<file path="src/lsau_cfg.svh">
/*
  Constants for the limit status and alert unit: register offsets, bit positions,
  reset values.
  Assumes inclusion by bare name from the package and the limit_status_alert_unit module.
*/
`ifndef LSAU_CFG_SVH
`define LSAU_CFG_SVH

// ----------------------------------------
// register offsets
// ----------------------------------------
`define LSAU_OFF_STATUS_PRI 8'h41
`define LSAU_OFF_STATUS_SEC 8'h42
`define LSAU_OFF_MASK_PRI 8'h74
`define LSAU_OFF_MASK_SEC 8'h75
`define LSAU_OFF_ALERT_CFG 8'h78

// ----------------------------------------
// primary status / mask bit positions
// ----------------------------------------
`define LSAU_P_SEC_PEND 7
`define LSAU_P_REM2 6
`define LSAU_P_LOCAL 5
`define LSAU_P_REM1 4
`define LSAU_P_MAIN 2
`define LSAU_P_RAIL25 0

// ----------------------------------------
// secondary status / mask bit positions
// ----------------------------------------
`define LSAU_S_DIODE2 7
`define LSAU_S_DIODE1 6
`define LSAU_S_FAN4 5
`define LSAU_S_THIRD_FAN_SLOW 4
`define LSAU_S_SECOND_FAN_SLOW 3
`define LSAU_S_FIRST_FAN_SLOW 2
`define LSAU_S_OVT 1

// ----------------------------------------
// field masks and reset values
// ----------------------------------------
`define LSAU_PRI_SRC_BITS 8'h75
`define LSAU_SEC_SRC_BITS 8'hFE
`define LSAU_ALERT_EN_BIT 0
`define LSAU_RST_STATUS 8'h00
`define LSAU_RST_MASK 8'h00
`define LSAU_RST_ALERT_CFG 8'h00

`endif

</file>
<file path="src/lsau_pkg.sv">
/*
  Types for the limit status and alert unit.
  Assumes lsau_cfg.svh is on the include path.
*/
`include "lsau_cfg.svh"

package lsau_pkg;

  // ----------------------------------------
  // measured value, limits and valid strobe of one channel
  // ----------------------------------------
  typedef struct packed {
    logic [7:0] value;
    logic [7:0] highLimit;
    logic [7:0] lowLimit;
    logic       valid;
  } lsau_meas_type;

  // ----------------------------------------
  // raw out-of-limit conditions
  // ----------------------------------------
  typedef struct packed {
    logic diodeTwoFault;
    logic diodeOneFault;
    logic fourthFanOrTimer;
    logic thirdFanSlow;
    logic secondFanSlow;
    logic firstFanSlow;
    logic overtemp;
  } lsau_event_type;

  // ----------------------------------------
  // register port
  // ----------------------------------------
  typedef struct packed {
    logic       wrEn;
    logic       rdEn;
    logic [7:0] addr;
    logic [7:0] wrData;
  } lsau_req_type;

  typedef enum logic [1:0] {
    LSAU_RD_IDLE = 2'b00,
    LSAU_RD_HOLD = 2'b01,
    LSAU_RD_DONE = 2'b11
  } lsau_rd_state_type;

endpackage

</file>
<file path="src/lsau_limit_cmp.sv">
/*
  One channel's limit comparator: registered out-of-limit flag.
  Assumes a synchronous active-low reset already released by the parent.
*/
`timescale 1ns/1ns
`default_nettype none

module lsau_limit_cmp (
  // clock and reset
  input  wire logic                   clock,
  input  wire logic                   rstSyncN,
  // measurement
  input  wire lsau_pkg::lsau_meas_type meas,
  // result
  output logic                        outOfLimit
);
  import lsau_pkg::*;

  // ----------------------------------------
  // comparison
  // ----------------------------------------
  always_ff @(posedge clock or negedge rstSyncN) begin
    if (!rstSyncN) begin
      outOfLimit <= 1'b0;
    end else if (meas.valid) begin
      // high limit is strict, low limit includes equality
      outOfLimit <= (meas.value > meas.highLimit) || (meas.value <= meas.lowLimit); // RULE19
    end
  end
endmodule

`default_nettype wire

</file>
<file path="src/limit_status_alert_unit.sv">
/*
  Sticky limit status, alert masks and open-drain alert output of a hardware monitor.
  Assumes a register port already decoded from the serial bus, one request per cycle,
  and measurement engines that present value and limits with a valid strobe.
*/
// Operation
// RULE1 - bit7 primary flags secondary register activity
// RULE2 - primary bits 6,5,4 temperature violations
// RULE3 - primary bit2 main supply, bit0 rail
// RULE4 - secondary bits 7,6 diode faults
// RULE5 - secondary bit5 fan four or timer
// RULE6 - secondary bits 4,3,2 fans three..one
// RULE7 - secondary bit1 overtemperature, bit0 unused
// RULE8 - status set immediately on violation
// RULE9 - clear needs condition gone and read
// RULE10 - alert low while violating until read
// RULE11 - mask gates alert, never status
// RULE12 - mask bit7 blocks all secondary sources
// RULE13 - mask bits 6,5,4 block temperatures
// RULE14 - mask bit2 main, bit0 rail
// RULE15 - mask registers at 0x74 and 0x75
// RULE16 - host masks, polls, then unmasks
// RULE17 - secondary mask bits block matching sources
// RULE18 - alert disabled after reset until enabled
// RULE19 - high strict, low inclusive comparison
// RULE20 - alert on any unmasked set status
`timescale 1ns/1ns
`default_nettype none
`include "lsau_cfg.svh"

module limit_status_alert_unit (
  // clock and reset
  input  wire logic                    clock,
  input  wire logic                    rstn,
  // register port
  input  wire lsau_pkg::lsau_req_type  req,
  output logic [7:0]                   rdData,
  output logic                         rdValid,
  // analog channels
  input  wire lsau_pkg::lsau_meas_type remoteTwoMeas,
  input  wire lsau_pkg::lsau_meas_type localMeas,
  input  wire lsau_pkg::lsau_meas_type remoteOneMeas,
  input  wire lsau_pkg::lsau_meas_type mainSupplyMeas,
  input  wire lsau_pkg::lsau_meas_type railMeas,
  // digital events
  input  wire lsau_pkg::lsau_event_type events,
  // open-drain alert pin
  input  wire logic                    alertIn,
  output logic                         alertOut,
  output logic                         alertOe
);
  import lsau_pkg::*;

  // ----------------------------------------
  // reset release
  // ----------------------------------------
  logic rstMeta;
  logic rstSyncN;

  always_ff @(posedge clock or negedge rstn) begin
    if (!rstn) begin
      rstMeta  <= 1'b0;
      rstSyncN <= 1'b0;
    end else begin
      rstMeta  <= 1'b1;
      rstSyncN <= rstMeta;
    end
  end

  // ----------------------------------------
  // comparators
  // ----------------------------------------
  logic remoteTwoOol;
  logic localOol;
  logic remoteOneOol;
  logic mainSupplyOol;
  logic railOol;

  lsau_limit_cmp cmpRemoteTwo (.clock(clock), .rstSyncN(rstSyncN), .meas(remoteTwoMeas),
    .outOfLimit(remoteTwoOol));
  lsau_limit_cmp cmpLocal (.clock(clock), .rstSyncN(rstSyncN), .meas(localMeas),
    .outOfLimit(localOol));
  lsau_limit_cmp cmpRemoteOne (.clock(clock), .rstSyncN(rstSyncN), .meas(remoteOneMeas),
    .outOfLimit(remoteOneOol));
  lsau_limit_cmp cmpMain (.clock(clock), .rstSyncN(rstSyncN), .meas(mainSupplyMeas),
    .outOfLimit(mainSupplyOol));
  lsau_limit_cmp cmpRail (.clock(clock), .rstSyncN(rstSyncN), .meas(railMeas),
    .outOfLimit(railOol));

  // ----------------------------------------
  // live condition vectors
  // ----------------------------------------
  logic [7:0] priCond;
  logic [7:0] secCond;

  always_comb begin
    priCond = 8'h00;
    priCond[`LSAU_P_REM2]   = remoteTwoOol;  // RULE2
    priCond[`LSAU_P_LOCAL]  = localOol;      // RULE2
    priCond[`LSAU_P_REM1]   = remoteOneOol;  // RULE2
    priCond[`LSAU_P_MAIN]   = mainSupplyOol; // RULE3
    priCond[`LSAU_P_RAIL25] = railOol;       // RULE3
    secCond = 8'h00;
    secCond[`LSAU_S_DIODE2] = events.diodeTwoFault;    // RULE4
    secCond[`LSAU_S_DIODE1] = events.diodeOneFault;    // RULE4
    secCond[`LSAU_S_FAN4]   = events.fourthFanOrTimer; // RULE5
    secCond[`LSAU_S_THIRD_FAN_SLOW]   = events.thirdFanSlow;     // RULE6
    secCond[`LSAU_S_SECOND_FAN_SLOW]   = events.secondFanSlow;    // RULE6
    secCond[`LSAU_S_FIRST_FAN_SLOW]   = events.firstFanSlow;     // RULE6
    secCond[`LSAU_S_OVT]    = events.overtemp;         // RULE7
  end

  // ----------------------------------------
  // register decode
  // ----------------------------------------
  function automatic logic hit(input lsau_req_type r, input logic [7:0] off);
    hit = r.addr == off;
  endfunction

  logic rdPri;
  logic rdSec;
  assign rdPri = req.rdEn && hit(req, `LSAU_OFF_STATUS_PRI);
  assign rdSec = req.rdEn && hit(req, `LSAU_OFF_STATUS_SEC);

  // ----------------------------------------
  // sticky status
  // ----------------------------------------
  // a bit clears on a read only where its condition is already gone;
  // a live condition always re-sets, so set wins over clear
  function automatic logic [7:0] sticky(input logic [7:0] cur, input logic [7:0] cond,
                                        input logic rd, input logic [7:0] keep);
    sticky = ((rd ? (cur & cond) : cur) | cond) & keep;
  endfunction

  logic [7:0] secStatus_q;
  logic [7:0] priStatus_q;

  always_ff @(posedge clock or negedge rstSyncN) begin
    if (!rstSyncN) begin
      secStatus_q <= `LSAU_RST_STATUS;
    end else begin
      secStatus_q <= sticky(secStatus_q, secCond, rdSec, `LSAU_SEC_SRC_BITS); // RULE8 RULE9
    end
  end

  always_ff @(posedge clock or negedge rstSyncN) begin
    if (!rstSyncN) begin
      priStatus_q <= `LSAU_RST_STATUS;
    end else begin
      priStatus_q <= sticky(priStatus_q, priCond, rdPri, `LSAU_PRI_SRC_BITS); // RULE8 RULE9
    end
  end

  // summary follows the secondary register itself
  logic [7:0] priView;
  always_comb begin
    priView = priStatus_q;
    priView[`LSAU_P_SEC_PEND] = |secStatus_q; // RULE1
  end

  // ----------------------------------------
  // mask and alert configuration registers
  // ----------------------------------------
  logic [7:0] priMask_q;
  logic [7:0] secMask_q;
  logic       alertEn_q;

  always_ff @(posedge clock or negedge rstSyncN) begin
    if (!rstSyncN) begin
      priMask_q <= `LSAU_RST_MASK;
      secMask_q <= `LSAU_RST_MASK;
    end else if (req.wrEn) begin
      if (hit(req, `LSAU_OFF_MASK_PRI)) begin // RULE15
        priMask_q <= req.wrData & (`LSAU_PRI_SRC_BITS | 8'h80);
      end
      if (hit(req, `LSAU_OFF_MASK_SEC)) begin // RULE15
        secMask_q <= req.wrData & `LSAU_SEC_SRC_BITS;
      end
    end
  end

  always_ff @(posedge clock or negedge rstSyncN) begin
    if (!rstSyncN) begin
      alertEn_q <= 1'b0; // RULE18
    end else if (req.wrEn && hit(req, `LSAU_OFF_ALERT_CFG)) begin
      alertEn_q <= req.wrData[`LSAU_ALERT_EN_BIT];
    end
  end

  // ----------------------------------------
  // read path
  // ----------------------------------------
  logic [7:0] rdMux;
  always_comb begin
    case (req.addr)
      `LSAU_OFF_STATUS_PRI: rdMux = priView;
      `LSAU_OFF_STATUS_SEC: rdMux = secStatus_q;
      `LSAU_OFF_MASK_PRI:   rdMux = priMask_q;
      `LSAU_OFF_MASK_SEC:   rdMux = secMask_q;
      `LSAU_OFF_ALERT_CFG:  rdMux = {7'h00, alertEn_q};
      default:              rdMux = 8'h00;
    endcase
  end

  always_ff @(posedge clock or negedge rstSyncN) begin
    if (!rstSyncN) begin
      rdData  <= 8'h00;
      rdValid <= 1'b0;
    end else begin
      rdValid <= req.rdEn;
      if (req.rdEn) begin
        rdData <= rdMux;
      end
    end
  end

  // ----------------------------------------
  // alert generation
  // ----------------------------------------
  logic priAlert;
  logic secAlert;
  logic alertReq;

  // mask gates only the alert path; status above never sees it
  assign secAlert = |(secStatus_q & ~secMask_q) && !priMask_q[`LSAU_P_SEC_PEND]; // RULE12 RULE17
  assign priAlert = |(priStatus_q & ~priMask_q & `LSAU_PRI_SRC_BITS); // RULE11 RULE13 RULE14
  assign alertReq = alertEn_q && (priAlert || secAlert); // RULE20 RULE10

  // open drain: enable pulls the wire low, output data is always zero
  always_ff @(posedge clock or negedge rstSyncN) begin
    if (!rstSyncN) begin
      alertOe  <= 1'b0;
      alertOut <= 1'b0;
    end else begin
      alertOe  <= alertReq; // RULE10
      alertOut <= 1'b0;
    end
  end
endmodule

`default_nettype wire

</file>
<file path="config.mk">
export PLATFORM = sky130hd
export DESIGN_NAME = limit_status_alert_unit
export DESIGN_NICKNAME = d
export VERILOG_FILES = /design/src/lsau_pkg.sv /design/src/lsau_limit_cmp.sv /design/src/limit_status_alert_unit.sv
export VERILOG_INCLUDE_DIRS = /design/src
export SDC_FILE = /design/constraint.sdc
export NUM_CORES = 1
export LEC_CHECK = 0
export BUFFER_PORTS_ARGS = -buffer_cell sky130_fd_sc_hd__buf_2
export CAP_MARGIN = 15
export CELL_PAD_IN_SITES_DETAIL_PLACEMENT = 1
export CELL_PAD_IN_SITES_GLOBAL_PLACEMENT = 1
export CORE_MARGIN = 3
export CORE_UTILIZATION = 35
export CTS_CLUSTER_DIAMETER = 200
export DETAILED_ROUTE_END_ITERATION = 8
export PLACE_DENSITY_LB_ADDON = 0.3
export RECOVER_POWER = 50
export SLEW_MARGIN = 40
export SYNTH_ARGS = -nofsm -noshare
export SYNTH_HDL_FRONTEND = slang
export SYNTH_HIERARCHICAL = 1
export SYNTH_SLANG_ARGS = --single-unit
export TNS_END_PERCENT = 5
</file>
<file path="constraint.sdc">
create_clock -name clock -period 2.1 [get_ports clock]
set_input_delay 0.105 -clock clock [delete_from_list [all_inputs] [get_ports clock]]
set_output_delay 0.105 -clock clock [all_outputs]
set_load 0.1 [all_outputs]
</file>
==> results of run 1 <==
==> Yosys cell counts <==
master / count / area [sq um]
sky130_fd_sc_hd__nor3b_1: 1 / 7.51
sky130_fd_sc_hd__and2_1: 2 / 12.5
sky130_fd_sc_hd__conb_1: 2 / 7.51
sky130_fd_sc_hd__a2bb2o_1: 1 / 10.0
sky130_fd_sc_hd__buf_2: 1 / 5.00
sky130_fd_sc_hd__a222oi_1: 2 / 20.0
sky130_fd_sc_hd__dfrtp_1: 43 / 1080
sky130_fd_sc_hd__nor3_1: 2 / 10.0
sky130_fd_sc_hd__a21o_1: 12 / 90.1
sky130_fd_sc_hd__o22a_1: 5 / 43.8
sky130_fd_sc_hd__o22ai_1: 5 / 31.3
sky130_fd_sc_hd__a32oi_1: 3 / 26.3
sky130_fd_sc_hd__a22oi_1: 6 / 45.0
sky130_fd_sc_hd__nor2b_4: 5 / 68.8
sky130_fd_sc_hd__buf_4: 2 / 15.0
sky130_fd_sc_hd__nor4_1: 1 / 6.26
sky130_fd_sc_hd__nor2b_1: 8 / 50.1
sky130_fd_sc_hd__nand3_1: 2 / 10.0
sky130_fd_sc_hd__nor4_4: 1 / 21.3
sky130_fd_sc_hd__mux2_2: 11 / 124
sky130_fd_sc_hd__mux2_1: 7 / 78.8
sky130_fd_sc_hd__a21oi_1: 48 / 240
sky130_fd_sc_hd__o21ai_0: 11 / 55.1
sky130_fd_sc_hd__o211ai_2: 5 / 62.6
sky130_fd_sc_hd__and3_1: 1 / 6.26
sky130_fd_sc_hd__nor4b_2: 3 / 45.0
sky130_fd_sc_hd__nand2b_1: 4 / 25.0
sky130_fd_sc_hd__clkbuf_1: 2 / 7.51
sky130_fd_sc_hd__a22o_1: 4 / 35.0
sky130_fd_sc_hd__nand2_1: 17 / 63.8
sky130_fd_sc_hd__inv_1: 85 / 319
sky130_fd_sc_hd__nand4_1: 20 / 125
sky130_fd_sc_hd__o21a_1: 1 / 7.51
sky130_fd_sc_hd__nor2_1: 13 / 48.8
sky130_fd_sc_hd__o211ai_1: 5 / 37.5
sky130_fd_sc_hd__ha_1: 80 / 1000
sky130_fd_sc_hd__a31oi_1: 7 / 43.8
==> sequential cells by signal, summed over array words and instances (netlist names) <==
register	cells
alertEn_q	1
alertOe	1
cmpLocal/outOfLimit	1
cmpMain/outOfLimit	1
cmpRail/outOfLimit	1
cmpRemoteOne/outOfLimit	1
cmpRemoteTwo/outOfLimit	1
priMask_q	6
priStatus_q	5
rdData	8
rdValid	1
rstMeta	1
rstSyncN	1
secMask_q	7
secStatus_q	7
==> kinds of logic after synthesis <==
logic type                 Yosys count  synth area share
DFF                                 43             0.277
and+or+nand+nor                     80             0.129
buffers and inverters               90            0.0893
other                                2           0.00193
AOI/OAI and AO/OA                  115             0.193
muxes                               18            0.0522
adders and majority gates           80             0.258
==> metrics by stage <==
step / total power, uW / util / hold WS [ns] / setup WS [ns]
2_1_floorplan: 1380 / - / -0.191 / 0.690
4_1_cts: 2360 / 0.482 / 0.00631 / 0.778
3_3_place_gp: 1620 / 0.459 / -0.109 / 0.497
3_5_place_dp: 1660 / 0.459 / -0.104 / 0.479
6_report: 2330 / 0.483 / 0.0234 / 0.731
5_1_grt: 2490 / 0.483 / 0.0292 / 0.607
==> routing by layer <==
layer	vias up	track usage	wire, microns
li1	1874	-	-
met1	1777	0.205	4520
met2	101	0.333	5720
met3	22	0.0360	543
met4	2	0.0438	192
met5	-	0	7
==> how the worst max path moves through the flow <==
stage / startpoint / end / slack [ns] / cells past startpoint
after floorplan: req[15] / secMask_q[1] / 0.69 / 5
after global placement: req[15] / secMask_q[7] / 0.50 / 5
after detailed placement: req[8] / secStatus_q[4] / 0.48 / 5
after CTS: req[15] / secMask_q[1] / 0.78 / 5
after global routing: req[8] / secStatus_q[7] / 0.61 / 5
final: req[8] / secStatus_q[4] / 0.73 / 5
==> power by group <==
group	internal [uW]	leakage, uW	switching [uW]
Combinational	339	0.00218	411
Sequential	869	0.000497	40.4
Clock	385	0.0000612	291
Total	1590	0.00273	742
==> timing repair <==
action | CTS | global route
gates resized for setup | 0 | 0
hold buffers | 12 | 1
setup endpoints to repair | 0 | 0
hold endpoints to repair | 13 | 1
==> layout make-up <==
cell class              count  area share
well taps                 136      0.0334
inverters                  85      0.0626
clock buffers               6      0.0162
flip-flops and latches     43       0.212
multi-input cells         295       0.483
repair buffers            176       0.186
clock inverters             2     0.00688
==> metrics.cfg, run 1 <==
[outcome]
run_status=completed

[routing]
route.vias.total=3776
wl_mm=11.0
drc=0
drt.antenna.violating_nets=0
vias_per_cell=5.08
drt_first_iter_violations=125
detail_route.first_pass.iterations=4
routed_wire_length_per_instance_microns=14.8

[power_and_ir_drop]
pwr_density_cell_mw_per_mm2=458
power.leakage_uw=0.00273
power.ir.vdd_worst_mv=0.285

[worst_hold_path]
min_path_cells=2
hold_end=secMask_q[3]
hp-start=req[3]
holdCritPathClass=input pin to flip-flop

[worst_setup_path]
rr_worst_depth=3
crit_fanout=11
worst-path-buf-inv=1
critical_path.cell_chain=buf_2, nor4b_2, and2_1, nand2_1, a21o_1
worst-setup-path-type=input pin to flip-flop
critical_path.max_stage_delay_ns=0.52
critical_path.reg2reg.startpoint=secStatus_q[3]
r2r_end=alertOe
startpoint_type=input pin
timing.critical_path.arrival_ns=1.55
worstSetupEndpointType=flip-flop
critPathTopFamily=simple AND/OR/NAND/NOR gates
cpMaxStageDelayCell=sky130_fd_sc_hd__nor4b_2
setup.reg_to_reg.worst_slack_ns=0.83
crit_required_ns=2.28

[clock_network]
clock_insertion_delay_worst_skew_ns=0.30
tritoncts=done
cts_max_level=2
tritoncts_num_sinks=43
clock_path_buffers=2
number_of_buffers_created_by_cts=5
cts.clk_slew.worst_paths_ns=0.09
post-cts-setup-buffers=0
cts-root-buf=sky130_fd_sc_hd__clkbuf_8

[sta]
finalCritPeriodShare=0.652
finalHoldViolCount=0
unrepaired_setup_endpoints_after_global_routing=no
finalClockSkew_ns=0.0138
timing.max_slew.rel_slack=0.493
timing.final.max_slew_violations=0
min_period_ns=1.37
fin_tns_setup_ns=0
maxClockFrequency_ghz=0.730
setup-violations-final=0
tightest_slew_ns=0.761

[floorplanning]
ioPinCount=164
die_width_microns=111
placement_rows=37
initial_core_utilization=0.368
dieArea_sq_mm=0.0124
core_area_sq_mm=0.0106
die_y_microns=111

[global_routing]
groute.usage.overall=0.177
grt_pass1_wl_mm=18.6
grt_max_degree=42
first_global_vias=4136
grt.overflow.total=0
grt_antenna_before_repair=1

[final_layout]
multi_input_comb_area_sq_mm=0.00246
post_route_standard_cell_area_excluding_fillers_sq_mm=0.00509
nNetsFinal=839
layout-area-overhead-vs-synth_pct=31.2
mostFrequentLayoutCell=sky130_fd_sc_hd__buf_2
sequential_cell_area_sq_mm=0.00108
fillers=1322
post_route_cells_drive_above_1_share=0.321
most-common-layout-cells=159 x sky130_fd_sc_hd__buf_2, 85 x sky130_fd_sc_hd__inv_1, 80 x sky130_fd_sc_hd__ha_1, 48 x sky130_fd_sc_hd__a21oi_1, 42 x sky130_fd_sc_hd__dfrtp_1
layout.cells.non_filler=743
antenna_cells_inserted=0

[yosys]
yosys_warnings=6
netlist_area_sq_mm=0.00388
netlist-cell-type-count=37
synth_area_per_cell_sq_um=9.07
ys_ff_latch=43
synth_cells=428
seq_area_frac_synth=0.277
synth_nets=661

[placed_design]
dp_hpwl_mm=9.45
port_buffers=161
replace_congestion=0.791
numPlacedInstances=722
post_dp_cell_area_sq_mm=0.00485

[run]
max_cap_violations=0

Note: power is estimated with default switching activity, not from simulation.
==> run 2: changes to the inputs <==
ABC_AREA = 1   (was unset)
CORE_UTILIZATION = 31   (was 35)
clock period = 1.25 ns   (was 2.1 ns; I/O delays follow)
==> metrics.cfg, run 2 <==
[yosys]
synth-async-reset-ratio=1.00
seq_area_frac_synth=0.252
synth_nets=846
ys_ff_latch=43
netlist-cell-type-count=27
synth_area_per_cell_sq_um=6.95
synth_cells=613
synth_top_cell_area_share=0.252
yosysMostFrequentCell=sky130_fd_sc_hd__nand2_1
synth_largest_area_cell=sky130_fd_sc_hd__dfrtp_1
yosys_warnings=6
synth_flop_cell=sky130_fd_sc_hd__dfrtp_1
netlist_area_sq_mm=0.00426
top_area_cells_in_the_synthesized_netlist=sky130_fd_sc_hd__dfrtp_1 25%, sky130_fd_sc_hd__ha_1 23%, sky130_fd_sc_hd__nand2_1 15%, sky130_fd_sc_hd__inv_1 11%, sky130_fd_sc_hd__nor2_1 4.1%
edff_count_synth=0
yosys-top-cells-count=175 x sky130_fd_sc_hd__nand2_1, 128 x sky130_fd_sc_hd__inv_1, 80 x sky130_fd_sc_hd__ha_1

[clock_network]
cts-root-buf=sky130_fd_sc_hd__clkbuf_16
number_of_buffers_created_by_cts=5
cts.clk_slew.worst_paths_ns=0.06
clock_insertion_delay_worst_skew_ns=0.29
cts_max_level=2
post-cts-setup-buffers=0
tritoncts_num_sinks=43
tritoncts=done
clock_path_buffers=2

[global_routing]
groute.usage.overall=0.162
grt_pass1_wl_mm=20.1
first_global_vias=4720
gr-usage-met2=0.318
grt_antenna_before_repair=1
m1_gr_usage=0.184
grt.overflow.total=0
busiest_layer=met2
met3_usage=0.0242
grt_max_degree=17

[worst_setup_path]
setup.reg_to_reg.worst_slack_ns=0.12
startpoint_type=flip-flop
critical_path.startpoint=rdData[5]
critical_path.max_stage_delay_ns=0.43
worst-setup-path-type=flip-flop to output port
rr_worst_depth=8
critical_path.cell_chain=buf_2
worst-path-buf-inv=1
cpMaxStageDelayCell=sky130_fd_sc_hd__buf_2
crit_required_ns=1.19
timing.critical_path.arrival_ns=1.07
setup.worst_path.end=rdData[5]
crit_fanout=2
worst-path-stages=1
critical_path.reg2reg.startpoint=secStatus_q[2]
r2r_end=rdData[7]
worstSetupEndpointType=output port
critPathTopFamily=buffers and inverters

[sta]
setup-violations-final=0
timing.max_slew.rel_slack=0.468
timing.final.max_slew_violations=0
finalCritPeriodShare=0.908
fin_ws_ns=0.115
min_period_ns=1.14
unrepaired_setup_endpoints_after_global_routing=no
finalHoldViolCount=0
maxClockFrequency_ghz=0.881
fin_tns_setup_ns=0
tightest_slew_ns=0.798
finalClockSkew_ns=0.00578

[worst_hold_path]
holdCritPathClass=input pin to flip-flop
hp-start=req[3]

[final_layout]
largest_register_ff_count=8
mostFrequentLayoutCell=sky130_fd_sc_hd__nand2_1
fillers=1798
antenna_cells_inserted=0
post_route_standard_cell_area_excluding_fillers_sq_mm=0.00564
layout-area-overhead-vs-synth_pct=32.4
layout.cells.non_filler=974
most-common-layout-cells=175 x sky130_fd_sc_hd__nand2_1, 159 x sky130_fd_sc_hd__buf_2, 127 x sky130_fd_sc_hd__inv_1, 80 x sky130_fd_sc_hd__ha_1, 47 x sky130_fd_sc_hd__nor2_1
post_route_cells_drive_above_1_share=0.263
top_register=rdData
reg_top3=rdData (8), secMask_q (7), secStatus_q (7)
nNetsFinal=1030

[placed_design]
port_buffers=161
numPlacedInstances=954
dp_hpwl_mm=11.0
replace_congestion=0.789
placement.setup.worst_slack_ns=0.0641
post_dp_cell_area_sq_mm=0.00534

[routing]
wl_mm=12.5
route.vias.total=4435
detail_route.first_pass.iterations=4
routed_wire_length_per_instance_microns=12.8
drt_first_iter_violations=116
drt.antenna.violating_nets=0
drc=0
vias_per_cell=4.55

[run]
max_cap_violations=0

[floorplanning]
core_area_sq_mm=0.0133
die_width_microns=123
placement_rows=42
ioPinCount=164
dieArea_sq_mm=0.0152
die_y_microns=123
initial_core_utilization=0.319

[power_and_ir_drop]
power.leakage_uw=0.00353
pwr_density_cell_mw_per_mm2=779
fin_total_pwr_uw=4390
power.ir.vdd_worst_mv=0.462

[outcome]
run_status=completed

## run 2: cell types whose count changed after synthesis, sizes merged, moves of 15 or more
cell,before,now
nand2,17,179
inv,85,133
nor2,13,61
nand3,2,22
mux2,18,0
a21oi,48,31
nand4,20,5
## run 2: logic make-up (layout without fill, tap and decap cells)
kind of cell	Yosys count	count (layout)	synth area share
adders and majority gates	80	80	0.235
buffers and inverters	138	323	0.126
DFF	43	43	0.252
AOI/OAI and AO/OA	78	78	0.115
other	2	2	0.00176
and+or+nand+nor	272	272	0.270
## run 2: layout make-up
cell class | count | area (sq um) | share of cell area
well taps | 176 | 220 | 0.0390
multi-input cells | 432 | 2650 | 0.470
repair buffers | 181 | 1000 | 0.178
flip-flops and latches | 43 | 1080 | 0.191
inverters | 134 | 503 | 0.0892
clock inverters | 2 | 60.1 | 0.0106
clock buffers | 6 | 129 | 0.0228
## run 2: routing by layer
layer  vias up  wire, microns  share of wire
met5         -              7        0.00056
met4         2            136          0.011
met3        13            588          0.047
met2        84           6700           0.54
met1      2057           5060           0.41
li1       2279              -              -
## run 2: repair_timing
item | CTS | global route
hold buffers | 12 | 0
setup endpoints to repair | 0 | 1
gates resized for setup | 0 | 1
endpoints found under the hold margin | 14 | 0
## run 2: power by group
group	switching (uW)	internal [uW]	total, uW
clock network	517	1150	1660
registers	52.5	1450	1510
logic	672	553	1220
total	1240	3150	4390
## run 2: metrics by stage
| stage | util | hold slack [ns] |
|---|---|---|
| 3_3_place_gp | 0.400 | -0.152 |
| 4_1_cts | 0.423 | 0.00179 |
| 2_1_floorplan | - | -0.233 |
| 5_1_grt | 0.423 | 0.00696 |
| 6_report | 0.423 | 0.000251 |
| 3_5_place_dp | 0.400 | -0.146 |
## run 2: worst min path at each step
stage          cells past startpoint  slack [ns]           end
3_3_place_gp                       1       -0.15       rstMeta
3_5_place_dp                       1       -0.15       rstMeta
5_1_grt                            3       0.007  secMask_q[3]
2_1_floorplan                      0       -0.23       rstMeta
4_1_cts                            3       0.002  secMask_q[3]
6_report                           3      0.0003  secMask_q[3]
